[src/core/aomc_pkg.sv]
// Contract
// - Mode register at 0x01, 16 bits, resets 0x2000
// - Any write restarts filter, clears ready, converts except in standby or power-down
// - Bit 15 enables reference and buffered output
// - Bit 13 gives settled-rate output only
// - Bits 10:8 choose post-switch settling wait
// - Bits 6:4 choose conversion or calibration mode
// - Bits 3:2 choose the master clock source
// - Internal clock choice also powers the oscillator
package aomc_pkg;

  // Register address and geometry
  localparam logic [7:0]  AOMC_MODE_ADDR   = 8'h01;
  localparam int          AOMC_REG_W       = 16;
  localparam logic [15:0] AOMC_MODE_RESET  = 16'h2000;
  // Writable bit mask: 15,14,13,10:8,6:4,3:2
  localparam logic [15:0] AOMC_MODE_WMASK  = 16'he77c;

  // Field positions
  localparam int AOMC_REF_EN_BIT  = 15;
  localparam int AOMC_SETTLED_BIT = 13;
  localparam int AOMC_DELAY_LSB   = 8;
  localparam int AOMC_MODE_LSB    = 4;
  localparam int AOMC_CLK_LSB     = 2;

  // Clock rate
  localparam int AOMC_CLK_MHZ = 200;

  // Settling waits in microseconds, per delay code
  localparam int AOMC_DLY_US_1 = 32;
  localparam int AOMC_DLY_US_2 = 128;
  localparam int AOMC_DLY_US_3 = 320;
  localparam int AOMC_DLY_US_4 = 800;
  localparam int AOMC_DLY_US_5 = 1600;
  localparam int AOMC_DLY_US_6 = 4000;
  localparam int AOMC_DLY_US_7 = 8000;

  // Operating modes
  typedef enum logic [2:0] {
    AOMC_CONT     = 3'h0,
    AOMC_SINGLE   = 3'h1,
    AOMC_STANDBY  = 3'h2,
    AOMC_PWRDN    = 3'h3,
    AOMC_INT_OFS  = 3'h4,
    AOMC_INT_GAIN = 3'h5,
    AOMC_SYS_OFS  = 3'h6,
    AOMC_SYS_GAIN = 3'h7
  } aomc_mode_t;

  // Master clock sources
  typedef enum logic [1:0] {
    AOMC_CLK_INT     = 2'h0,
    AOMC_CLK_INT_OUT = 2'h1,
    AOMC_CLK_EXT     = 2'h2,
    AOMC_CLK_XTAL    = 2'h3
  } aomc_clk_t;

  // Decoded configuration handed to the converter core
  typedef struct packed {
    logic       ref_enable;
    logic       settled_only_output;
    logic [2:0] delay_code;
    aomc_mode_t mode;
    aomc_clk_t  master_clock_source;
  } aomc_cfg_t;

  // Clock-routing controls
  typedef struct packed {
    logic osc_enable;
    logic clock_io_out_en;
    logic clock_io_in_sel;
    logic crystal_en;
  } aomc_clkctl_t;

endpackage

[src/core/aomc_settle_timer.sv]
`timescale 1ns/10ps
// Waits the programmed settling time after a channel switch
module aomc_settle_timer
  import aomc_pkg::*;
#(
  parameter int CNT_W = 21
)(
  input  wire logic       core_clk,
  input  wire logic       rst_n,
  input  wire logic       start,       // Channel switch or restart
  input  wire logic [2:0] delay_code,
  output logic            busy
);

  // Cycles per delay code, derived from the rate
  function automatic logic [CNT_W-1:0] cycles(input logic [2:0] code);
    int us;
    us = 0;
    case (code)
      3'h1:    us = AOMC_DLY_US_1;
      3'h2:    us = AOMC_DLY_US_2;
      3'h3:    us = AOMC_DLY_US_3;
      3'h4:    us = AOMC_DLY_US_4;
      3'h5:    us = AOMC_DLY_US_5;
      3'h6:    us = AOMC_DLY_US_6;
      3'h7:    us = AOMC_DLY_US_7;
      default: us = 0;
    endcase
    return CNT_W'(us * AOMC_CLK_MHZ);
  endfunction

  logic [CNT_W-1:0] count;       // Cycles left to wait
  logic [CNT_W-1:0] next_count;

  // Load on start, then count down to zero
  always_comb
  begin
    next_count = count;
    if (start)
      next_count = cycles(delay_code);
    else if (count != '0)
      next_count = count - CNT_W'(1);
  end

  // Register the count
  always_ff @(posedge core_clk or negedge rst_n)
  begin
    if (!rst_n)
      count <= '0;
    else
      count <= next_count;
  end

  // Code 000 gives no wait at all
  assign busy = (count != '0);

endmodule // aomc_settle_timer

[src/core/aomc_mode_ctrl.sv]
`timescale 1ns/10ps
// Operating-mode register and its side effects
module aomc_mode_ctrl
  import aomc_pkg::*;
(
  input  wire logic        core_clk,
  input  wire logic        rst_n,
  input  wire logic        reg_wr,          // Register write strobe
  input  wire logic        reg_rd,          // Register read strobe
  input  wire logic [7:0]  reg_addr,
  input  wire logic [15:0] reg_wdata,
  output logic [15:0]      reg_rdata,
  input  wire logic        channel_switch,  // Pulse from sequencer
  input  wire logic        conv_done,       // Pulse from filter path
  output aomc_cfg_t        cfg,
  output aomc_clkctl_t     clkctl,
  output logic             reference_output_pin_en,
  output logic             filter_reset,    // One-cycle pulse
  output logic             start_conv,      // One-cycle pulse
  output logic             data_ready_n,    // Low while a result waits
  output logic             input_hold       // High during settling wait
);

  logic [15:0]  mode_reg;       // Stored register
  logic [15:0]  next_mode_reg;
  logic [15:0]  next_rdata;
  logic         restart;        // Restart pulse
  logic         next_restart;
  logic         ready_n;
  logic         next_ready_n;
  aomc_clk_t    clk_sel;
  logic         hit;            // Address matches
  logic         wr_hit;         // Write taken by this register

  assign hit    = (reg_addr == AOMC_MODE_ADDR);
  // Side effects key off the write itself so they land one edge after it
  assign wr_hit = reg_wr && hit;

  // Write path; read-only reserved bits never store
  always_comb
  begin
    next_mode_reg = mode_reg;
    next_restart  = 1'b0;
    if (reg_wr && hit)
    begin
      // Reserved bits are masked to zero here
      next_mode_reg = reg_wdata & AOMC_MODE_WMASK;
      next_restart  = 1'b1;
    end
  end

  // Register storage
  always_ff @(posedge core_clk or negedge rst_n)
  begin
    if (!rst_n)
    begin
      mode_reg <= AOMC_MODE_RESET;
      restart  <= 1'b0;
    end
    else
    begin
      mode_reg <= next_mode_reg;
      restart  <= next_restart;
    end
  end

  // Readback; unmapped addresses return zero
  always_comb
  begin
    next_rdata = reg_rdata;
    if (reg_rd)
      next_rdata = hit ? mode_reg : 16'h0000;
  end

  // Data-ready indicator: a write clears it over a completion
  always_comb
  begin
    next_ready_n = ready_n;
    if (wr_hit)
      next_ready_n = 1'b1;
    else if (conv_done)
      next_ready_n = 1'b0;
  end

  // Read data and ready registers
  always_ff @(posedge core_clk or negedge rst_n)
  begin
    if (!rst_n)
    begin
      reg_rdata <= 16'h0000;
      ready_n   <= 1'b1;
    end
    else
    begin
      reg_rdata <= next_rdata;
      ready_n   <= next_ready_n;
    end
  end

  // Field decode
  assign cfg.ref_enable          = mode_reg[AOMC_REF_EN_BIT];
  assign cfg.settled_only_output = mode_reg[AOMC_SETTLED_BIT];
  assign cfg.delay_code          = mode_reg[AOMC_DELAY_LSB +: 3];
  assign cfg.mode                = aomc_mode_t'(mode_reg[AOMC_MODE_LSB +: 3]);
  assign clk_sel                 = aomc_clk_t'(mode_reg[AOMC_CLK_LSB +: 2]);
  assign cfg.master_clock_source = clk_sel;

  // Clock routing; internal choices also power the oscillator
  assign clkctl.osc_enable      = (clk_sel == AOMC_CLK_INT)
                                || (clk_sel == AOMC_CLK_INT_OUT);
  assign clkctl.clock_io_out_en = (clk_sel == AOMC_CLK_INT_OUT);
  assign clkctl.clock_io_in_sel = (clk_sel == AOMC_CLK_EXT);
  assign clkctl.crystal_en      = (clk_sel == AOMC_CLK_XTAL);

  assign reference_output_pin_en = mode_reg[AOMC_REF_EN_BIT];
  assign filter_reset            = restart;
  // Standby and power-down launch no conversion
  assign start_conv   = restart && (cfg.mode != AOMC_STANDBY)
                        && (cfg.mode != AOMC_PWRDN);
  assign data_ready_n = ready_n;

  // Settling wait after a switch or a write; the code being written is
  // used so that the new delay applies to the restart it causes
  aomc_settle_timer u_settle (
    .core_clk   (core_clk),
    .rst_n      (rst_n),
    .start      (channel_switch || wr_hit),
    .delay_code (next_mode_reg[AOMC_DELAY_LSB +: 3]),
    .busy       (input_hold)
  );

endmodule // aomc_mode_ctrl

[config.mk]
export PLATFORM = sky130hd
export DESIGN_NAME = aomc_mode_ctrl
export DESIGN_NICKNAME = d
export VERILOG_FILES = /design/src/core/aomc_pkg.sv /design/src/core/aomc_settle_timer.sv /design/src/core/aomc_mode_ctrl.sv
export SDC_FILE = /design/constraint.sdc
export NUM_CORES = 1
export LEC_CHECK = 0
export ABC_AREA = 1
export BUFFER_PORTS_ARGS = -buffer_cell sky130_fd_sc_hd__buf_2
export CAP_MARGIN = 20
export CORE_ASPECT_RATIO = 0.5
export CORE_UTILIZATION = 51
export CTS_CLUSTER_DIAMETER = 30
export DETAILED_ROUTE_END_ITERATION = 10
export PLACE_DENSITY = 0.72
export SYNTH_ARGS = -nofsm -noshare
export SYNTH_HDL_FRONTEND = slang
export SYNTH_HIERARCHICAL = 1
export SYNTH_SLANG_ARGS = --single-unit
[constraint.sdc]
create_clock -name core_clk -period 7.5 [get_ports core_clk]
set_input_delay 0.75 -clock core_clk [delete_from_list [all_inputs] [get_ports core_clk]]
set_output_delay 0.75 -clock core_clk [all_outputs]
set_load 0.01 [all_outputs]
Word level (Yosys, flattened, before mapping)
Index checks and enable logic that the tools add are counted.

Add/subtract/negate cells: 1. $mul: 1. Equal/unequal tests: 13. Mux-type cells: 9. Reductions and logical operators: 9.

Operators with widths (number): one-hot mux 13 bit (7 select lines) (1); two-way mux 21 bit (2); multiplier 32 x 6 -> 18 bit, second input constant (1); two-way mux 32 bit (1); nonzero test 21 bit (1); subtractor 21 x 1 -> 21 bit, second input constant (1); two-way mux 16 bit (1); equality test 3 bit, second input constant (4); two-way mux 11 bit (1); equality test 8 x 1 -> 1 bit, second input constant (1); equality test 3 x 2 -> 1 bit, second input constant (2); != test 3 x 2 -> 1 bit, second input constant (2); equality test 2 bit, second input constant (2); nonzero test 2 bit (2); equality test 3 x 1 -> 1 bit, second input constant (1); logical AND 1 bit (3); two-way mux 1 bit (3); equality test 2 x 1 -> 1 bit, second input constant (1); zero test 2 bit (1); logical OR 1 bit (2).

Bits in registers: 50. Word-level logic and storage cells: 39.

Logic depth before layout (Yosys ltp)
Word-level depth: 8. Mapped depth: 25. Gate-level depth less buffers: 24.

By module
Netlist, hierarchy kept.

By module, submodules not included: aomc_settle_timer (instances 1, cells an instance 277, area each 1965.6 um2, seq. area each 525.5 um2); aomc_mode_ctrl (instances 1, cells an instance 148, area each 1273.7 um2, seq. area each 603.1 um2).

Least setup slack after synthesis
OpenSTA, ideal clock, no wires.

Path type: in2reg. Start: in reg_addr[1]. End: reg u_settle.count[17]. Setup time: 0.123 ns. Data arrival time: 3.918 ns. Setup slack: 3.458 ns. Cell stages on the path: 23. Buffers on the path: 1. Cell sequence: inv_1 > nand2_1 > nor2_1 > nand3_1 > buf_4 > nand2_1 > nand2_1 > ha_1 > o21bai_1 > nand2_1 > inv_1 > ha_1 > fa_1 > ha_1 > ha_1 > inv_1 > fa_1 > inv_1 > nand3_1 > nand2_1 > a21oi_1 > o21ai_0 > a21oi_1.

Longest elaborated chain between the ends: 8.

RTL lines: start, declared (line aomc_mode_ctrl.sv:10) `input wire logic [7:0] reg_addr,`; equality test 8 x 1 -> 1 bit (*) (line aomc_mode_ctrl.sv:35) `assign hit = (reg_addr == AOMC_MODE_ADDR);`; logical AND 1 bit (*) (line aomc_mode_ctrl.sv:44) `if (reg_wr && hit)`; two-way mux 11 bit (*) (line aomc_mode_ctrl.sv:44); via next_mode_reg[10] (line aomc_mode_ctrl.sv:25) `logic [15:0] next_mode_reg;`; equality test 3 bit, or another cell as far along (line aomc_settle_timer.sv:19) `case (code)`; one-hot mux 13 bit (7 select lines) (*) (line aomc_settle_timer.sv:19); two-way mux 32 bit (*) (line aomc_settle_timer.sv:39) `if (start)`; multiplier 32 x 6 -> 18 bit (*) (line aomc_settle_timer.sv:29) `return CNT_W'(us * AOMC_CLK_MHZ);`; two-way mux 21 bit (*) (line aomc_settle_timer.sv:39); end signal, assigned (line aomc_settle_timer.sv:51) `count <= next_count;`; end, declared (line aomc_settle_timer.sv:32) `logic [CNT_W-1:0] count;`.

The timed path passes the listed nets; every way through them passes the cells marked *. The select of a mux whose other input is x is not followed. A chain may end at the register's enable or synchronous reset.

Final worst setup path
Start: in reg_addr[3]. End: reg u_settle.count[16].

The elaborated chain is that of the path after synthesis.

==> impl_metrics.toml <==
[setup_path]
crit_buf_inv = 2
r2r_start = "mode_reg[10]"
startpoint_type = "primary input"
crit_path_frequent_cell = "nand2_1"
crit_family = "adder cells"
worstRegToRegCells = 18
rrSetupSlack_ns = 3.84
crit_type = "primary input to register"
max_stage_delay_ns = 0.50
crit_chain = "buf_2 -> nor2_2 -> nand2_2 -> nor2_4 -> nand3_1 -> nand2_1 -> inv_2 -> o21ai_0 -> ha_1 -> fa_1 -> ha_1 -> ha_1 -> nand2_1 -> nand2_1 -> a21oi_1 -> xnor2_1 -> nand2_1 -> a21oi_1"
worst_setup_path_end_kind = "register"
r2r-end = "u_settle/count[15]"
critPathRequiredTime_ns = 7.71
crit_arrival_ns = 4.83
crit_fanout = 22
critPathSlowestCell = "nor2_4"

[grt]
grt_max_degree = 46
grt.overflow.total = 0
grt_antenna_before_repair = 0
grt_pass1_vias = 2478
grt_usage_pct = 21.1
grt_pass1_wl_um = 11100

[clock_network]
clkSinkCount = 45
cts_hold_buf = 0
tritoncts = "yes"
cts_buffer_depth = 2
clk_latency_ns = 0.28
cts-root-buf = "clkbuf_16"
cts_buffers = 5
cts_resized = 0
cts_setup_buffers = 0
clkTransAtPathRegs_ns = 0.07
htree_levels = 2

[drt]
drt_wl_total_um = 6610
ant_nets = 0
drt_iter0_markers = 173
via_count = 2700
viasPerCell = 4.86
wl_per_cell_um = 11.9
drc = 0
firstDrtPassIters = 4

[synth]
synthCells = 425
yosysWarnings = 6
synthArstFlopShare_pct = 100
syn-cell-area_sq_um = 3240
synth.distinct_cells = 35
syn_avg_cell_area_sq_um = 7.62
ys_seq_area_share_pct = 34.8
ys_ff_latch = 45
synth_edf_count = 0
synthFlopType = "dfrtp_1"

[floorplanning]
ios = 65
initial_core_util_pct = 53.1
die_area_sq_um = 6690
die_x_um = 115
num_rows = 20
core_area_sq_um = 6110
die_h_um = 58.4

[timing]
skew_ns = 0.00524
worst_pin_slew_ns = 0.807
finalWorstSetupSlack_ns = 2.88
period_minus_slack_ns = 4.62
fin_crit_sh_pct = 61.6
hold_viol = 0
fmax_mhz = 216
setup_viol = 0
fin_tns_setup_ns = 0
slew_violations = 0
rsz0062_at_grt = "no"
slew_headroom_pct = 46.1

[cells_and_area]
largest_reg_flops = 21
area_growth_pct = 11.8
final_common_cell = "nand2_1"
antennaDiodeCount = 0
layout_common_cells = "nand2_1, inv_1, buf_2, dfrtp_1, nor2_1"
drive_gt1_share_pct = 22.5
nets = 520

[placed_design]
place_ws_ns = 2.61
io_buffers = 54
place_congestion = 0.883
hpwl_um = 4800

[run]
maxCapViolCount = 0

[pwr]
ir_worst_vdd_mv = 0.106
power_density_nw_per_um2 = 230
power.leakage_uw = 0.00213
power_uw = 832

[outcome]
status = "completed"

[hold_path]
min_path_type = "primary input to async pin"
## kinds of logic (layout without fill, tap and decap cells)
logic type                 Yosys count  in the layout  share of synthesized area (%)
DFF                                 45             45                           34.8
other                                1              5                          0.116
buffers and inverters               89            127                           13.2
AOI/OAI and AO/OA                   37             37                           6.45
adders and majority gates           24             24                           9.97
and+or+nand+nor                    218            218                           32.4
xor gates and xnor gates            11             11                           2.97
## per-stage QoR
step                      hold WS [ns]  cell area (sq um)  instances  util [%]
final                            0.328               3620        555      59.3
after detailed placement         0.460               3450        546      56.5
after CTS                        0.478               3600        554      59.0
after global placement           0.457               3450        546      56.5
after floorplan                  0.454               3250        429         -
after global routing             0.335               3620        555      59.3
## routing by layer
layer / global-route usage [%] / part of all wire, % / vias to the layer above
li1: - / - / 1385
met1: 27.9 / 48 / 1237
met2: 36.5 / 46 / 76
met3: 4.43 / 6.0 / 2
met4: 4.27 / 0.47 / 0
met5: 0 / 0 / -
## cell usage after synthesis (all sizes together) (2+ instances only)
| master | instances | share of area, % |
|---|---|---|
| dfstp | 2 | 1.6 |
| nand2 | 114 | 14 |
| ha | 21 | 8.1 |
| o21ai | 19 | 3.2 |
| fa | 3 | 1.9 |
| nand4 | 3 | 0.58 |
| nand3 | 47 | 9.7 |
| buf | 22 | 5.3 |
| clkbuf | 3 | 0.35 |
| nor2 | 52 | 7.6 |
| inv | 63 | 7.3 |
| dfrtp | 43 | 33 |
| xor2 | 8 | 2.2 |
| a21oi | 14 | 2.2 |
| xnor2 | 3 | 0.81 |
## worst max path at each step
stage | start | end | slack [ns] | depth (start not counted)
final | reg_addr[3] | u_settle/count[16] | 2.88 | 18
after global routing | reg_addr[5] | u_settle/count[16] | 2.47 | 18
after detailed placement | reg_addr[3] | u_settle/count[16] | 2.61 | 18
after global placement | reg_addr[3] | u_settle/count[16] | 2.63 | 18
after floorplan | reg_addr[1] | u_settle/count[17] | 3.46 | 23
after CTS | reg_addr[3] | u_settle/count[16] | 2.87 | 18
## layout make-up
type	count	area, sq um
fillers	558	2480
repair buffers	55	290
well taps	88	110
flip-flops and latches	45	1130
clock inverters	3	25.0
clock buffers	5	125
inverters	64	245
multi-input cells	295	1700
## worst reg2reg max path, delay by kind of cell, from the launching register on
kind	cells	cell delay [ns]
AOI/OAI and AO/OA	4	0.51
adders and majority gates	6	1.88
buffers and inverters	3	0.21
DFF	1	0.40
and+or+nand+nor	5	0.56
## power by group
group | total [uW] | internal [uW] | switching (uW)
Combinational | 293 | 102 | 190
Sequential | 316 | 279 | 36.8
Clock | 224 | 125 | 98.3
Total | 832 | 506 | 325
No activity file was read; power rests on OpenSTA's default activity.
